`src/common/ibcl_pkg.sv`:
```
// Shared constants, encodings and carriers for the inter-bank command host
package ibcl_pkg;
    // Clock and bank geometry
    localparam int MCLK_NS = 40;
    localparam int NUM_BANKS = 8;
    localparam int BANK_W = 3;
    localparam int ADDR_W = 14;
    localparam int DQ_W = 16;
    localparam int BURST_LEN = 4;
    localparam int BEAT_W = 2;

    // Times in their own units, figures are plain defaults
    localparam int ACT_TO_ACT_DELAY_NS = 10;
    localparam int ROW_TO_COLUMN_DELAY_NS = 18;
    localparam int PRECHARGE_TIME_NS = 18;
    localparam int POWER_DOWN_EXIT_TIME_NS = 8;
    localparam int SELF_REFRESH_EXIT_TIME_NS = 140;
    localparam int REFRESH_ALL_NS = 130;
    localparam int INIT_TIME_NS = 4000;
    localparam int MODE_READ_TIME_CK = 2;
    localparam int MODE_WRITE_TIME_CK = 5;
    localparam int MCLK_PER_CK = 2;

    // Least times rounded up to whole mclk cycles
    localparam logic [7:0] RRD_CYC =
        8'((ACT_TO_ACT_DELAY_NS + MCLK_NS - 1) / MCLK_NS);
    localparam logic [7:0] RCD_CYC =
        8'((ROW_TO_COLUMN_DELAY_NS + MCLK_NS - 1) / MCLK_NS);
    localparam logic [7:0] RP_CYC =
        8'((PRECHARGE_TIME_NS + MCLK_NS - 1) / MCLK_NS);
    localparam int EXIT_NS =
        (POWER_DOWN_EXIT_TIME_NS > SELF_REFRESH_EXIT_TIME_NS) ?
        POWER_DOWN_EXIT_TIME_NS : SELF_REFRESH_EXIT_TIME_NS;
    localparam logic [7:0] EXIT_CYC = 8'((EXIT_NS + MCLK_NS - 1) / MCLK_NS);
    localparam logic [7:0] REF_CYC =
        8'((REFRESH_ALL_NS + MCLK_NS - 1) / MCLK_NS);
    localparam logic [7:0] INIT_CYC =
        8'((INIT_TIME_NS + MCLK_NS - 1) / MCLK_NS);
    localparam logic [7:0] MRR_CYC = 8'(MODE_READ_TIME_CK * MCLK_PER_CK);
    localparam logic [7:0] MRW_CYC = 8'(MODE_WRITE_TIME_CK * MCLK_PER_CK);
    localparam logic [7:0] BURST_CYC = 8'(BURST_LEN);

    // Mode register address that starts device auto-initialization
    localparam logic [ADDR_W-1:0] MRW_RESET_ADDR = 14'h003f;

    typedef enum logic [3:0] {
        IBCL_NOP, IBCL_ACT, IBCL_RD, IBCL_WR, IBCL_PRE,
        IBCL_MODE_REG_READ_CMD, IBCL_MODE_REG_WRITE_CMD, IBCL_REF,
        IBCL_BURST_TERMINATE_CMD
    } ibcl_cmd_t;

    typedef enum logic [2:0] {
        BK_IDLE, BK_ACTIVATING, BK_ACTIVE, BK_READING, BK_WRITING,
        BK_READ_AP, BK_WRITE_AP, BK_PRECHARGING
    } ibcl_bank_st_t;

    typedef enum logic [1:0] {
        DEV_POWER_ON, DEV_RESETTING, DEV_READY
    } ibcl_dev_st_t;

    typedef struct packed {
        ibcl_cmd_t cmd;
        logic [BANK_W-1:0] bank;
        logic all_banks;
        logic auto_pre;
        logic [ADDR_W-1:0] addr;
        logic [BURST_LEN*DQ_W-1:0] wdata;
        logic [BURST_LEN-1:0] write_data_mask;
    } ibcl_req_t;

    typedef struct packed {
        logic cke;
        logic cs_n;
        ibcl_cmd_t cmd;
        logic [BANK_W-1:0] bank;
        logic all_banks;
        logic auto_pre;
        logic [ADDR_W-1:0] addr;
    } ibcl_pins_t;

    typedef struct packed {
        ibcl_dev_st_t dev;
        logic [7:0] dev_cnt;
        logic [7:0] mr_cnt;
        logic [7:0] ref_cnt;
        logic [7:0] rrd_cnt;
        logic [7:0] exit_cnt;
        logic [7:0] burst_cnt;
        logic [BANK_W-1:0] burst_bank;
        logic burst_wr;
        logic cke;
        logic cke_prev;
    } ibcl_ctl_t;
endpackage : ibcl_pkg

```
`src/logic/ibcl_bank_track.sv`:
```
// Per-bank state tracker with activate and precharge timers
`timescale 1ns/1ps
module ibcl_bank_track (
    input wire logic mclk,
    input wire logic srst,
    input wire logic issue,
    input wire ibcl_pkg::ibcl_cmd_t cmd,
    input wire logic auto_pre,
    input wire logic burst_end,
    output ibcl_pkg::ibcl_bank_st_t state
);
    typedef struct packed {
        ibcl_pkg::ibcl_bank_st_t st;
        logic [7:0] cnt;
    } ibcl_bk_t;

    ibcl_bk_t q;
    ibcl_bk_t d;

    // Next state; a new command outranks a burst ending that cycle
    always_comb begin
        d = q;
        if (q.cnt != 8'h00) begin
            d.cnt = q.cnt - 8'h01;
        end
        unique case (q.st)
            ibcl_pkg::BK_IDLE: begin
                if (issue && cmd == ibcl_pkg::IBCL_ACT) begin
                    d.st = ibcl_pkg::BK_ACTIVATING;
                    d.cnt = ibcl_pkg::RCD_CYC;
                end else if (issue && cmd == ibcl_pkg::IBCL_PRE) begin
                    d.st = ibcl_pkg::BK_PRECHARGING; // Still pays precharge_time
                    d.cnt = ibcl_pkg::RP_CYC;
                end
            end
            ibcl_pkg::BK_ACTIVATING: begin
                if (q.cnt == 8'h00) begin
                    d.st = ibcl_pkg::BK_ACTIVE;
                end
            end
            ibcl_pkg::BK_PRECHARGING: begin
                if (q.cnt == 8'h00) begin
                    d.st = ibcl_pkg::BK_IDLE;
                end
            end
            ibcl_pkg::BK_READ_AP, ibcl_pkg::BK_WRITE_AP: begin
                if (burst_end) begin
                    d.st = ibcl_pkg::BK_PRECHARGING;
                    d.cnt = ibcl_pkg::RP_CYC;
                end
            end
            default: begin
                // Active, reading and writing share the column commands
                if (issue && cmd == ibcl_pkg::IBCL_RD) begin
                    d.st = auto_pre ? ibcl_pkg::BK_READ_AP :
                        ibcl_pkg::BK_READING;
                end else if (issue && cmd == ibcl_pkg::IBCL_WR) begin
                    d.st = auto_pre ? ibcl_pkg::BK_WRITE_AP :
                        ibcl_pkg::BK_WRITING;
                end else if (issue && cmd == ibcl_pkg::IBCL_PRE) begin
                    d.st = ibcl_pkg::BK_PRECHARGING;
                    d.cnt = ibcl_pkg::RP_CYC;
                end else if (burst_end) begin
                    d.st = ibcl_pkg::BK_ACTIVE;
                end
            end
        endcase
    end

    // State register
    always_ff @(posedge mclk) begin
        if (srst) begin
            q <= '{st: ibcl_pkg::BK_IDLE, cnt: 8'h00};
        end else begin
            q <= d;
        end
    end

    assign state = q.st;
endmodule : ibcl_bank_track

```
`src/logic/ibcl_link_drv.sv`:
```
// Link clock divider, command pin register and write data shifter
`timescale 1ns/1ps
module ibcl_link_drv (
    input wire logic mclk,
    input wire logic srst,
    input wire logic issue,
    input wire ibcl_pkg::ibcl_pins_t pins_in,
    input wire logic cke,
    input wire logic wr_start,
    input wire logic [ibcl_pkg::BURST_LEN*ibcl_pkg::DQ_W-1:0] wdata,
    input wire logic [ibcl_pkg::BURST_LEN-1:0] wmask,
    output logic slot,
    output logic ck_o,
    output ibcl_pkg::ibcl_pins_t pins,
    output logic [ibcl_pkg::DQ_W-1:0] dq_o,
    output logic dq_oe,
    output logic dm_o
);
    typedef struct packed {
        logic ck;
        ibcl_pkg::ibcl_pins_t pins;
        logic [ibcl_pkg::BURST_LEN*ibcl_pkg::DQ_W-1:0] buf_data;
        logic [ibcl_pkg::BURST_LEN-1:0] buf_mask;
        logic [ibcl_pkg::BEAT_W:0] beats_left;
        logic [ibcl_pkg::BEAT_W-1:0] beat;
        logic [ibcl_pkg::DQ_W-1:0] dq;
        logic oe;
        logic dm;
    } ibcl_lnk_t;

    ibcl_lnk_t q;
    ibcl_lnk_t d;

    // Pins other than cke change as ck falls so the device samples mid-period at ck rise; cke changes every mclk
    always_comb begin
        d = q;
        d.ck = ~q.ck;
        d.pins.cke = cke;
        if (q.ck) begin
            if (issue) begin
                d.pins = pins_in;
                d.pins.cke = cke;
            end else begin
                d.pins.cs_n = 1'b1;
                d.pins.cmd = ibcl_pkg::IBCL_NOP;
            end
        end
        // One beat per mclk; mask high inhibits that beat
        d.oe = 1'b0;
        d.dm = 1'b0;
        if (q.beats_left != '0) begin
            d.dq = q.buf_data[q.beat*ibcl_pkg::DQ_W +: ibcl_pkg::DQ_W];
            d.dm = q.buf_mask[q.beat];
            d.oe = 1'b1;
            d.beat = q.beat + 2'h1;
            d.beats_left = q.beats_left - 3'h1;
        end
        if (wr_start) begin
            d.buf_data = wdata;
            d.buf_mask = wmask;
            d.beat = '0;
            d.beats_left = 3'(ibcl_pkg::BURST_LEN);
        end
    end

    // Link register
    always_ff @(posedge mclk) begin
        if (srst) begin
            q <= '0;
            q.pins.cs_n <= 1'b1;
        end else begin
            q <= d;
        end
    end

    assign slot = q.ck;
    assign ck_o = q.ck;
    assign pins = q.pins;
    assign dq_o = q.dq;
    assign dq_oe = q.oe;
    assign dm_o = q.dm;
endmodule : ibcl_link_drv

```
`src/logic/ibcl_host_ctrl.sv`:
```
// Host that issues only legal inter-bank commands to the memory
`timescale 1ns/1ps
module ibcl_host_ctrl (
    input wire logic mclk,
    input wire logic srst,
    input wire logic cke_req,
    input wire logic req_valid,
    input wire ibcl_pkg::ibcl_req_t req,
    output logic req_ready,
    output logic req_refused,
    output logic busy,
    output ibcl_pkg::ibcl_dev_st_t dev_state,
    output logic ck_o,
    output ibcl_pkg::ibcl_pins_t pins,
    output logic [ibcl_pkg::DQ_W-1:0] dq_o,
    output logic dq_oe,
    output logic dm_o
);
    localparam int NB = ibcl_pkg::NUM_BANKS;

    ibcl_pkg::ibcl_ctl_t q;
    ibcl_pkg::ibcl_ctl_t d;
    ibcl_pkg::ibcl_bank_st_t [NB-1:0] bank_st;
    logic [NB-1:0] bank_issue;
    logic [NB-1:0] bank_burst_end;
    logic slot;
    logic legal;
    logic take;
    logic issue;
    logic timing_ok;
    logic burst_on;
    logic burst_fin;
    logic is_reset;
    ibcl_pkg::ibcl_pins_t cmd_pins;

    // Bank may take a precharge, alone or as part of precharge-all
    function automatic logic pre_ok(input ibcl_pkg::ibcl_bank_st_t s);
        pre_ok = s == ibcl_pkg::BK_IDLE || s == ibcl_pkg::BK_ACTIVE ||
            s == ibcl_pkg::BK_READING || s == ibcl_pkg::BK_WRITING;
    endfunction : pre_ok

    // Bank may sit beside a mode register read
    function automatic logic mrr_ok(input ibcl_pkg::ibcl_bank_st_t s);
        mrr_ok = s == ibcl_pkg::BK_IDLE || s == ibcl_pkg::BK_ACTIVE ||
            s == ibcl_pkg::BK_ACTIVATING ||
            s == ibcl_pkg::BK_PRECHARGING;
    endfunction : mrr_ok

    // Legality of one request against the target and every other bank
    function automatic logic cmd_legal(
        input ibcl_pkg::ibcl_req_t r,
        input ibcl_pkg::ibcl_bank_st_t [NB-1:0] s,
        input ibcl_pkg::ibcl_dev_st_t dev,
        input logic bon,
        input logic [ibcl_pkg::BANK_W-1:0] bbank,
        input logic bwr
    );
        logic all_idle;
        logic all_pre;
        logic all_mrr;
        logic ok;
        ibcl_pkg::ibcl_bank_st_t t;
        all_idle = 1'b1;
        all_pre = 1'b1;
        all_mrr = 1'b1;
        t = s[r.bank];
        for (int i = 0; i < NB; i++) begin
            all_idle = all_idle & (s[i] == ibcl_pkg::BK_IDLE);
            all_pre = all_pre & pre_ok(s[i]);
            all_mrr = all_mrr & mrr_ok(s[i]);
        end
        ok = 1'b0;
        if (r.cmd == ibcl_pkg::IBCL_NOP) begin
            ok = 1'b1;
        end else if (dev == ibcl_pkg::DEV_POWER_ON) begin
            // Only the reset mode write leaves power-on
            ok = r.cmd == ibcl_pkg::IBCL_MODE_REG_WRITE_CMD &&
                r.addr == ibcl_pkg::MRW_RESET_ADDR;
        end else if (dev == ibcl_pkg::DEV_RESETTING) begin
            ok = r.cmd == ibcl_pkg::IBCL_MODE_REG_READ_CMD;
        end else begin
            unique case (r.cmd)
                ibcl_pkg::IBCL_ACT: begin
                    ok = t == ibcl_pkg::BK_IDLE;
                end
                // Flag auto_pre is not looked at here
                ibcl_pkg::IBCL_RD: begin
                    ok = (t == ibcl_pkg::BK_ACTIVE ||
                        t == ibcl_pkg::BK_READING ||
                        t == ibcl_pkg::BK_WRITING) &&
                        !(bon && bwr);
                end
                ibcl_pkg::IBCL_WR: begin
                    ok = (t == ibcl_pkg::BK_ACTIVE ||
                        t == ibcl_pkg::BK_READING ||
                        t == ibcl_pkg::BK_WRITING) &&
                        !(bon && !bwr);
                end
                ibcl_pkg::IBCL_PRE: begin
                    ok = r.all_banks ? all_pre : pre_ok(t);
                end
                ibcl_pkg::IBCL_MODE_REG_READ_CMD: begin
                    ok = all_mrr && !bon;
                end
                ibcl_pkg::IBCL_MODE_REG_WRITE_CMD, ibcl_pkg::IBCL_REF: begin
                    ok = all_idle && !bon;
                end
                ibcl_pkg::IBCL_BURST_TERMINATE_CMD: begin
                    ok = bon && r.bank == bbank;
                end
                default: begin
                    ok = 1'b0;
                end
            endcase
        end
        cmd_legal = ok;
    endfunction : cmd_legal

    assign burst_on = q.burst_cnt != 8'h00;
    assign burst_fin = q.burst_cnt == 8'h01;
    assign is_reset = req.cmd == ibcl_pkg::IBCL_MODE_REG_WRITE_CMD &&
        req.addr == ibcl_pkg::MRW_RESET_ADDR;

    // Temporary holds stall the request rather than refuse it
    assign timing_ok = q.cke && q.cke_prev && q.exit_cnt == 8'h00 &&
        q.mr_cnt == 8'h00 &&
        q.ref_cnt == 8'h00 &&
        !(req.cmd == ibcl_pkg::IBCL_ACT && q.rrd_cnt != 8'h00);

    assign legal = cmd_legal(req, bank_st, q.dev, burst_on, q.burst_bank,
        q.burst_wr);
    assign req_ready = slot && timing_ok;
    assign take = req_valid && req_ready;
    assign issue = take && legal && req.cmd != ibcl_pkg::IBCL_NOP;
    assign req_refused = take && !legal;
    assign busy = !timing_ok || burst_on;
    assign dev_state = q.dev;

    // Banks hit by this command; precharge-all reaches every bank
    always_comb begin
        for (int i = 0; i < NB; i++) begin
            bank_issue[i] = issue && (req.bank == ibcl_pkg::BANK_W'(i) ||
                (req.cmd == ibcl_pkg::IBCL_PRE && req.all_banks));
            bank_burst_end[i] = q.burst_bank == ibcl_pkg::BANK_W'(i) &&
                (burst_fin || (issue &&
                req.cmd == ibcl_pkg::IBCL_BURST_TERMINATE_CMD));
        end
    end

    // Control state: timers, burst owner, device phase, clock enable
    always_comb begin
        d = q;
        d.cke = cke_req;
        d.cke_prev = q.cke;
        if (q.dev_cnt != 8'h00) d.dev_cnt = q.dev_cnt - 8'h01;
        if (q.mr_cnt != 8'h00) d.mr_cnt = q.mr_cnt - 8'h01;
        if (q.ref_cnt != 8'h00) d.ref_cnt = q.ref_cnt - 8'h01;
        if (q.rrd_cnt != 8'h00) d.rrd_cnt = q.rrd_cnt - 8'h01;
        if (q.exit_cnt != 8'h00) d.exit_cnt = q.exit_cnt - 8'h01;
        if (q.burst_cnt != 8'h00) d.burst_cnt = q.burst_cnt - 8'h01;
        // Exit timer on any rise of clock enable
        if (cke_req && !q.cke) begin
            d.exit_cnt = ibcl_pkg::EXIT_CYC;
        end
        // Resetting ends after the init time, mode reads do not pause it
        if (q.dev == ibcl_pkg::DEV_RESETTING && q.dev_cnt == 8'h00) begin
            d.dev = ibcl_pkg::DEV_READY;
        end
        if (issue) begin
            unique case (req.cmd)
                ibcl_pkg::IBCL_ACT: d.rrd_cnt = ibcl_pkg::RRD_CYC;
                ibcl_pkg::IBCL_RD, ibcl_pkg::IBCL_WR: begin
                    d.burst_cnt = ibcl_pkg::BURST_CYC;
                    d.burst_bank = req.bank;
                    d.burst_wr = req.cmd == ibcl_pkg::IBCL_WR;
                end
                ibcl_pkg::IBCL_BURST_TERMINATE_CMD: begin
                    d.burst_cnt = 8'h00;
                end
                ibcl_pkg::IBCL_MODE_REG_READ_CMD: begin
                    d.mr_cnt = ibcl_pkg::MRR_CYC;
                end
                ibcl_pkg::IBCL_MODE_REG_WRITE_CMD: begin
                    d.mr_cnt = ibcl_pkg::MRW_CYC;
                    if (is_reset) begin
                        d.dev = ibcl_pkg::DEV_RESETTING;
                        d.dev_cnt = ibcl_pkg::INIT_CYC;
                    end
                end
                ibcl_pkg::IBCL_REF: d.ref_cnt = ibcl_pkg::REF_CYC;
                default: begin
                end
            endcase
        end
    end

    // Control register; starts in power-on with clock enable low
    always_ff @(posedge mclk) begin
        if (srst) begin
            q <= '0;
            q.dev <= ibcl_pkg::DEV_POWER_ON;
        end else begin
            q <= d;
        end
    end

    // Command fields towards the pins; chip select low for real commands
    always_comb begin
        cmd_pins = '0;
        cmd_pins.cs_n = 1'b0;
        cmd_pins.cmd = req.cmd;
        cmd_pins.bank = req.bank;
        cmd_pins.all_banks = req.all_banks;
        cmd_pins.auto_pre = req.auto_pre;
        cmd_pins.addr = req.addr;
    end

    // One tracker per bank keeps each state apart
    for (genvar g = 0; g < NB; g++) begin : g_bank
        ibcl_bank_track u_bank (
            .mclk(mclk),
            .srst(srst),
            .issue(bank_issue[g]),
            .cmd(req.cmd),
            .auto_pre(req.auto_pre),
            .burst_end(bank_burst_end[g]),
            .state(bank_st[g])
        );
    end

    // Link side; ck is mclk halved, so it is no separate domain
    ibcl_link_drv u_link (
        .mclk(mclk),
        .srst(srst),
        .issue(issue),
        .pins_in(cmd_pins),
        .cke(q.cke),
        .wr_start(issue && req.cmd == ibcl_pkg::IBCL_WR),
        .wdata(req.wdata),
        .wmask(req.write_data_mask),
        .slot(slot),
        .ck_o(ck_o),
        .pins(pins),
        .dq_o(dq_o),
        .dq_oe(dq_oe),
        .dm_o(dm_o)
    );
endmodule : ibcl_host_ctrl

```
`config.mk`:
```
export PLATFORM = sky130hd
export DESIGN_NAME = ibcl_host_ctrl
export DESIGN_NICKNAME = d
export VERILOG_FILES = /design/src/common/ibcl_pkg.sv /design/src/logic/ibcl_bank_track.sv /design/src/logic/ibcl_link_drv.sv /design/src/logic/ibcl_host_ctrl.sv
export SDC_FILE = /design/constraint.sdc
export NUM_CORES = 1
export LEC_CHECK = 0
export ABC_AREA = 1
export BUFFER_PORTS_ARGS = -buffer_cell sky130_fd_sc_hd__buf_2
export CAP_MARGIN = 5
export CORE_ASPECT_RATIO = 2
export CORE_MARGIN = 10
export CORE_UTILIZATION = 60
export DETAILED_ROUTE_END_ITERATION = 10
export GPL_TIMING_DRIVEN = 0
export PLACE_DENSITY = 0.81
export SKIP_CTS_REPAIR_TIMING = 1
export SLEW_MARGIN = 25
export SYNTH_ARGS = -nofsm -noshare
export SYNTH_HDL_FRONTEND = slang
export SYNTH_SLANG_ARGS = --single-unit
```
`constraint.sdc`:
```
create_clock -name mclk -period 8.3 [get_ports mclk]
set_clock_uncertainty 0.2 [all_clocks]
set_input_delay 0.415 -clock mclk [delete_from_list [all_inputs] [get_ports mclk]]
set_output_delay 0.415 -clock mclk [all_outputs]
set_load 0.02 [all_outputs]
```
==> impl_metrics.toml <==
[status]
outcome = "finished with violations"
violations = "hold timing"

[routing]
ant_nets = 0
viasPerCell = 5.62
highest_layer = "met4"
wl_met3_mm = 3.14
wl_met1_mm = 15.3
vias = 14400
wl_met2_mm = 24.0
drt_iter0_drc = 831
drt_wl_total_mm = 46.6
drc = 0
dr.pass1.iters = 7
routedWlPerCell_um = 18.2

[global_route]
grt_pass1_vias = 14600
grt_pass1_wl_mm = 71.5
grt_max_degree = 16
antenna_found_initial = 2
overflow = 0
grt_usage_pct = 29.2

[clocking]
cts_tree = "built"
cts_made_buffers = 24
cts_sinks = 260
clockRootBuffer = "clkbuf_16"
clkTransAtPathRegs_ps = 70
htreeDepth = 1
cts_buffer_depth = 3
clk_latency_ps = 550

[logic_synthesis]
synth_top_family_by_area = "simple AND/OR/NAND/NOR gates"
synth_warnings = 0
synth.ff_latch_count = 260
synth_common_cells = "nor2_1, nand2_1, dfxtp_1, inv_1, o21ai_0"
netlist_area_sq_mm = 0.0142
ys_types = 56
yosys.area_share.adder_pct = 2.56
avgSynthCellArea_sq_um = 6.91
ys_top_cells_by_area = "dfxtp_1, nor2_1, nand2_1"
yosysSeqAreaShare_pct = 36.7
netlist_instances = 2053
yosys.area.top_type = "dfxtp_1"
synth_top_cell_area_share_pct = 36.7
synth_compound_area_share_pct = 12.9
synth_most_common_cell = "nor2_1"
synth_edf_count = 0
synthXorXnorAreaFrac_pct = 5.31
synth.area.mux_share_pct = 0
synth_ff_type = "dfxtp_1"
synth_simple_gate_area_share_pct = 31.6
synth_nets = 2177
async_reset_ff_share_pct = 0

[setup_path]
required_ps = 7690
cp_slowest_cell = "o21ai_0"
cpPeakStageDelay_ps = 500
crit_top_cell = "nor2_1"
cp-start-kind = "flop"
end_kind = "primary output"
crit_family = "simple AND/OR/NAND/NOR gates"
arrival_ps = 2910
crit_fanout = 10
path_buf_inv = 3
path_cells = "clkbuf_2 > o21ai_0 > nand2_1 > nor2_1 > nand3_1 > nand2_1 > nor2_1 > nand3_2 > nand2_2 > nand2_4 > buf_4 > nor2_1 > buf_2"
path_class = "flop to primary output"

[sta]
rsz0062_at_grt = "no"
final.setup.tns_ps = 0
finalCriticalPeriod_ps = 3530
fin_crit_sh_pct = 42.5
slew_headroom_pct = 35.7
max_freq_ghz = 0.284
slew_viol_final = 0
worst_pin_slew_ps = 965
holdWs_ps = -53.2
hold_viol = 23
setup_viol = 0

[place]
gp_congestion = 1.03
placed_cells = 2477
post-dp-hpwl_mm = 35.4
port-buffer-count = 140

[pwr]
p_per_area_mw_per_mm2 = 329
power_leakage_uw = 0.00782
ir_worst_vdd_mv = 0.254

[floorplan]
top_level_ports = 144
start_util_pct = 60.8
die_y_um = 237
placementRows = 79
die_w_um = 129
die-area_sq_mm = 0.0306
core_area_sq_mm = 0.0233

[final_layout]
multi_input_area_sq_mm = 0.00744
drive_gt1_share_pct = 14.5
fillers = 1981
seqCellArea_sq_mm = 0.00520
finalNonFillerCells = 2565
syn2layout_area_growth_pct = 15.8
layout.nets = 2386
final_util_pct = 70.4

[min_path]
min_path_type = "input port to flop"

[run]
maxCapViolations = 0
## stage by stage
stage | total power (uW) | cell area, sq um | setup slack, ps
4_1_cts | 5360 | 16000 | 4850
3_5_place_dp | 4270 | 15300 | 4800
5_1_grt | 5810 | 16400 | 4520
2_1_floorplan | 3680 | 14200 | 5460
6_report | 5400 | 16400 | 4770
3_3_place_gp | 4180 | 15200 | 4540
## where the power goes
part / internal, uW / leakage (uW) / switching (uW)
Sequential: 1560 / 0.00213 / 238
Combinational: 953 / 0.00531 / 1560
Clock: 593 / 0.000380 / 494
## final timing paths
kind | slack, ps | end | cells past startpoint | start
setup reg to reg | 4800 | g_bank[0].u_bank.state[1]$_SDFFE_PP0P_ | 16 | q[14]$_SDFFE_PP0P_
hold / removal | -50 | u_link.pins[4]$_SDFFE_PP0P_ | 3 | req[72]
hold reg to reg | 260 | u_link.q[49]$_SDFFE_PP0P_ | 2 | u_link.q[49]$_SDFFE_PP0P_
setup / recovery | 4770 | req_refused | 13 | g_bank[0].u_bank.state[1]$_SDFFE_PP0P_
## registers in the layout (all words and copies together), names as in the netlist
name,cells
g_bank.u_bank.q,64
u_link.dm_o,1
u_link.pins,24
d,1
u_link.dq_oe,1
q,53
u_link.ck_o,1
g_bank.u_bank.state,24
u_link.q,73
u_link.dq_o,16
dev_state,2
## worst reg2reg max path, cell delays in order, from the launching register on
cell     delay, ps
dfxtp_1        310
inv_1          140
ha_1           220
nand3_1        100
nor2_1         170
nand3_1        300
nor3_2         360
nand3_1        160
a21oi_2        350
buf_2          390
nand3_1        200
nor2_1         130
nor2_1          50
nor2_1         140
nand2_1         70
nand2_1         60
nor2_1          50
## cell type report
cell class,instances,share of cell area [%]
well taps,283,2.16
clock inverters,12,0.518
plain buffers,112,4.05
clock buffers,32,4.03
inverters,235,5.37
repair buffers,183,6.87
multi-input cells,1446,45.3
flip-flops and latches,260,31.7
diodes,2,0.0305
## logic make-up (layout without fill, tap and decap cells)
logic type / count (synthesis) / after routing
XOR/XNOR: 86 / 86
AND/OR/NAND/NOR: 993 / 993
flip-flops: 260 / 260
adder cells (fa/ha/maj): 29 / 29
AO/OA/AOI/OAI: 338 / 338
other: 0 / 2
buffers and inverters: 347 / 574
## layout by cell type (no fill, tap or decap), types with 6 or more instances in the layout
cell type / synthesis / routed
nor2_1: 365 / 365
nand2_1: 351 / 351
dfxtp_1: 260 / 260
inv_1: 218 / 218
o21ai_0: 163 / 163
buf_2: 17 / 157
a21oi_1: 115 / 115
nand3_1: 108 / 108
xor2_1: 64 / 64
buf_4: 46 / 47
clkbuf_1: 39 / 45
dlygate4sd3_1: 0 / 42
nor3_1: 40 / 39
ha_1: 29 / 29
nand4_1: 25 / 25
clkbuf_16: 0 / 25
xnor2_1: 22 / 22
nor4_1: 20 / 20
o211ai_1: 20 / 20
inv_2: 14 / 14
or3_1: 12 / 12
nand2_2: 11 / 11
clkinv_2: 0 / 11
nor2_2: 10 / 10
nand3_2: 10 / 10
o21ai_1: 10 / 10
nor2_4: 9 / 9
a211oi_1: 7 / 7
o2111ai_1: 6 / 6
## per-layer routing
metal | vias to the layer above | GRT usage [%]
li1 | 7004 | -
met1 | 6561 | 26.5
met2 | 633 | 53.4
met3 | 225 | 5.73
met4 | 0 | 25.4
met5 | - | 0
No activity file was read; power rests on OpenSTA's default activity.
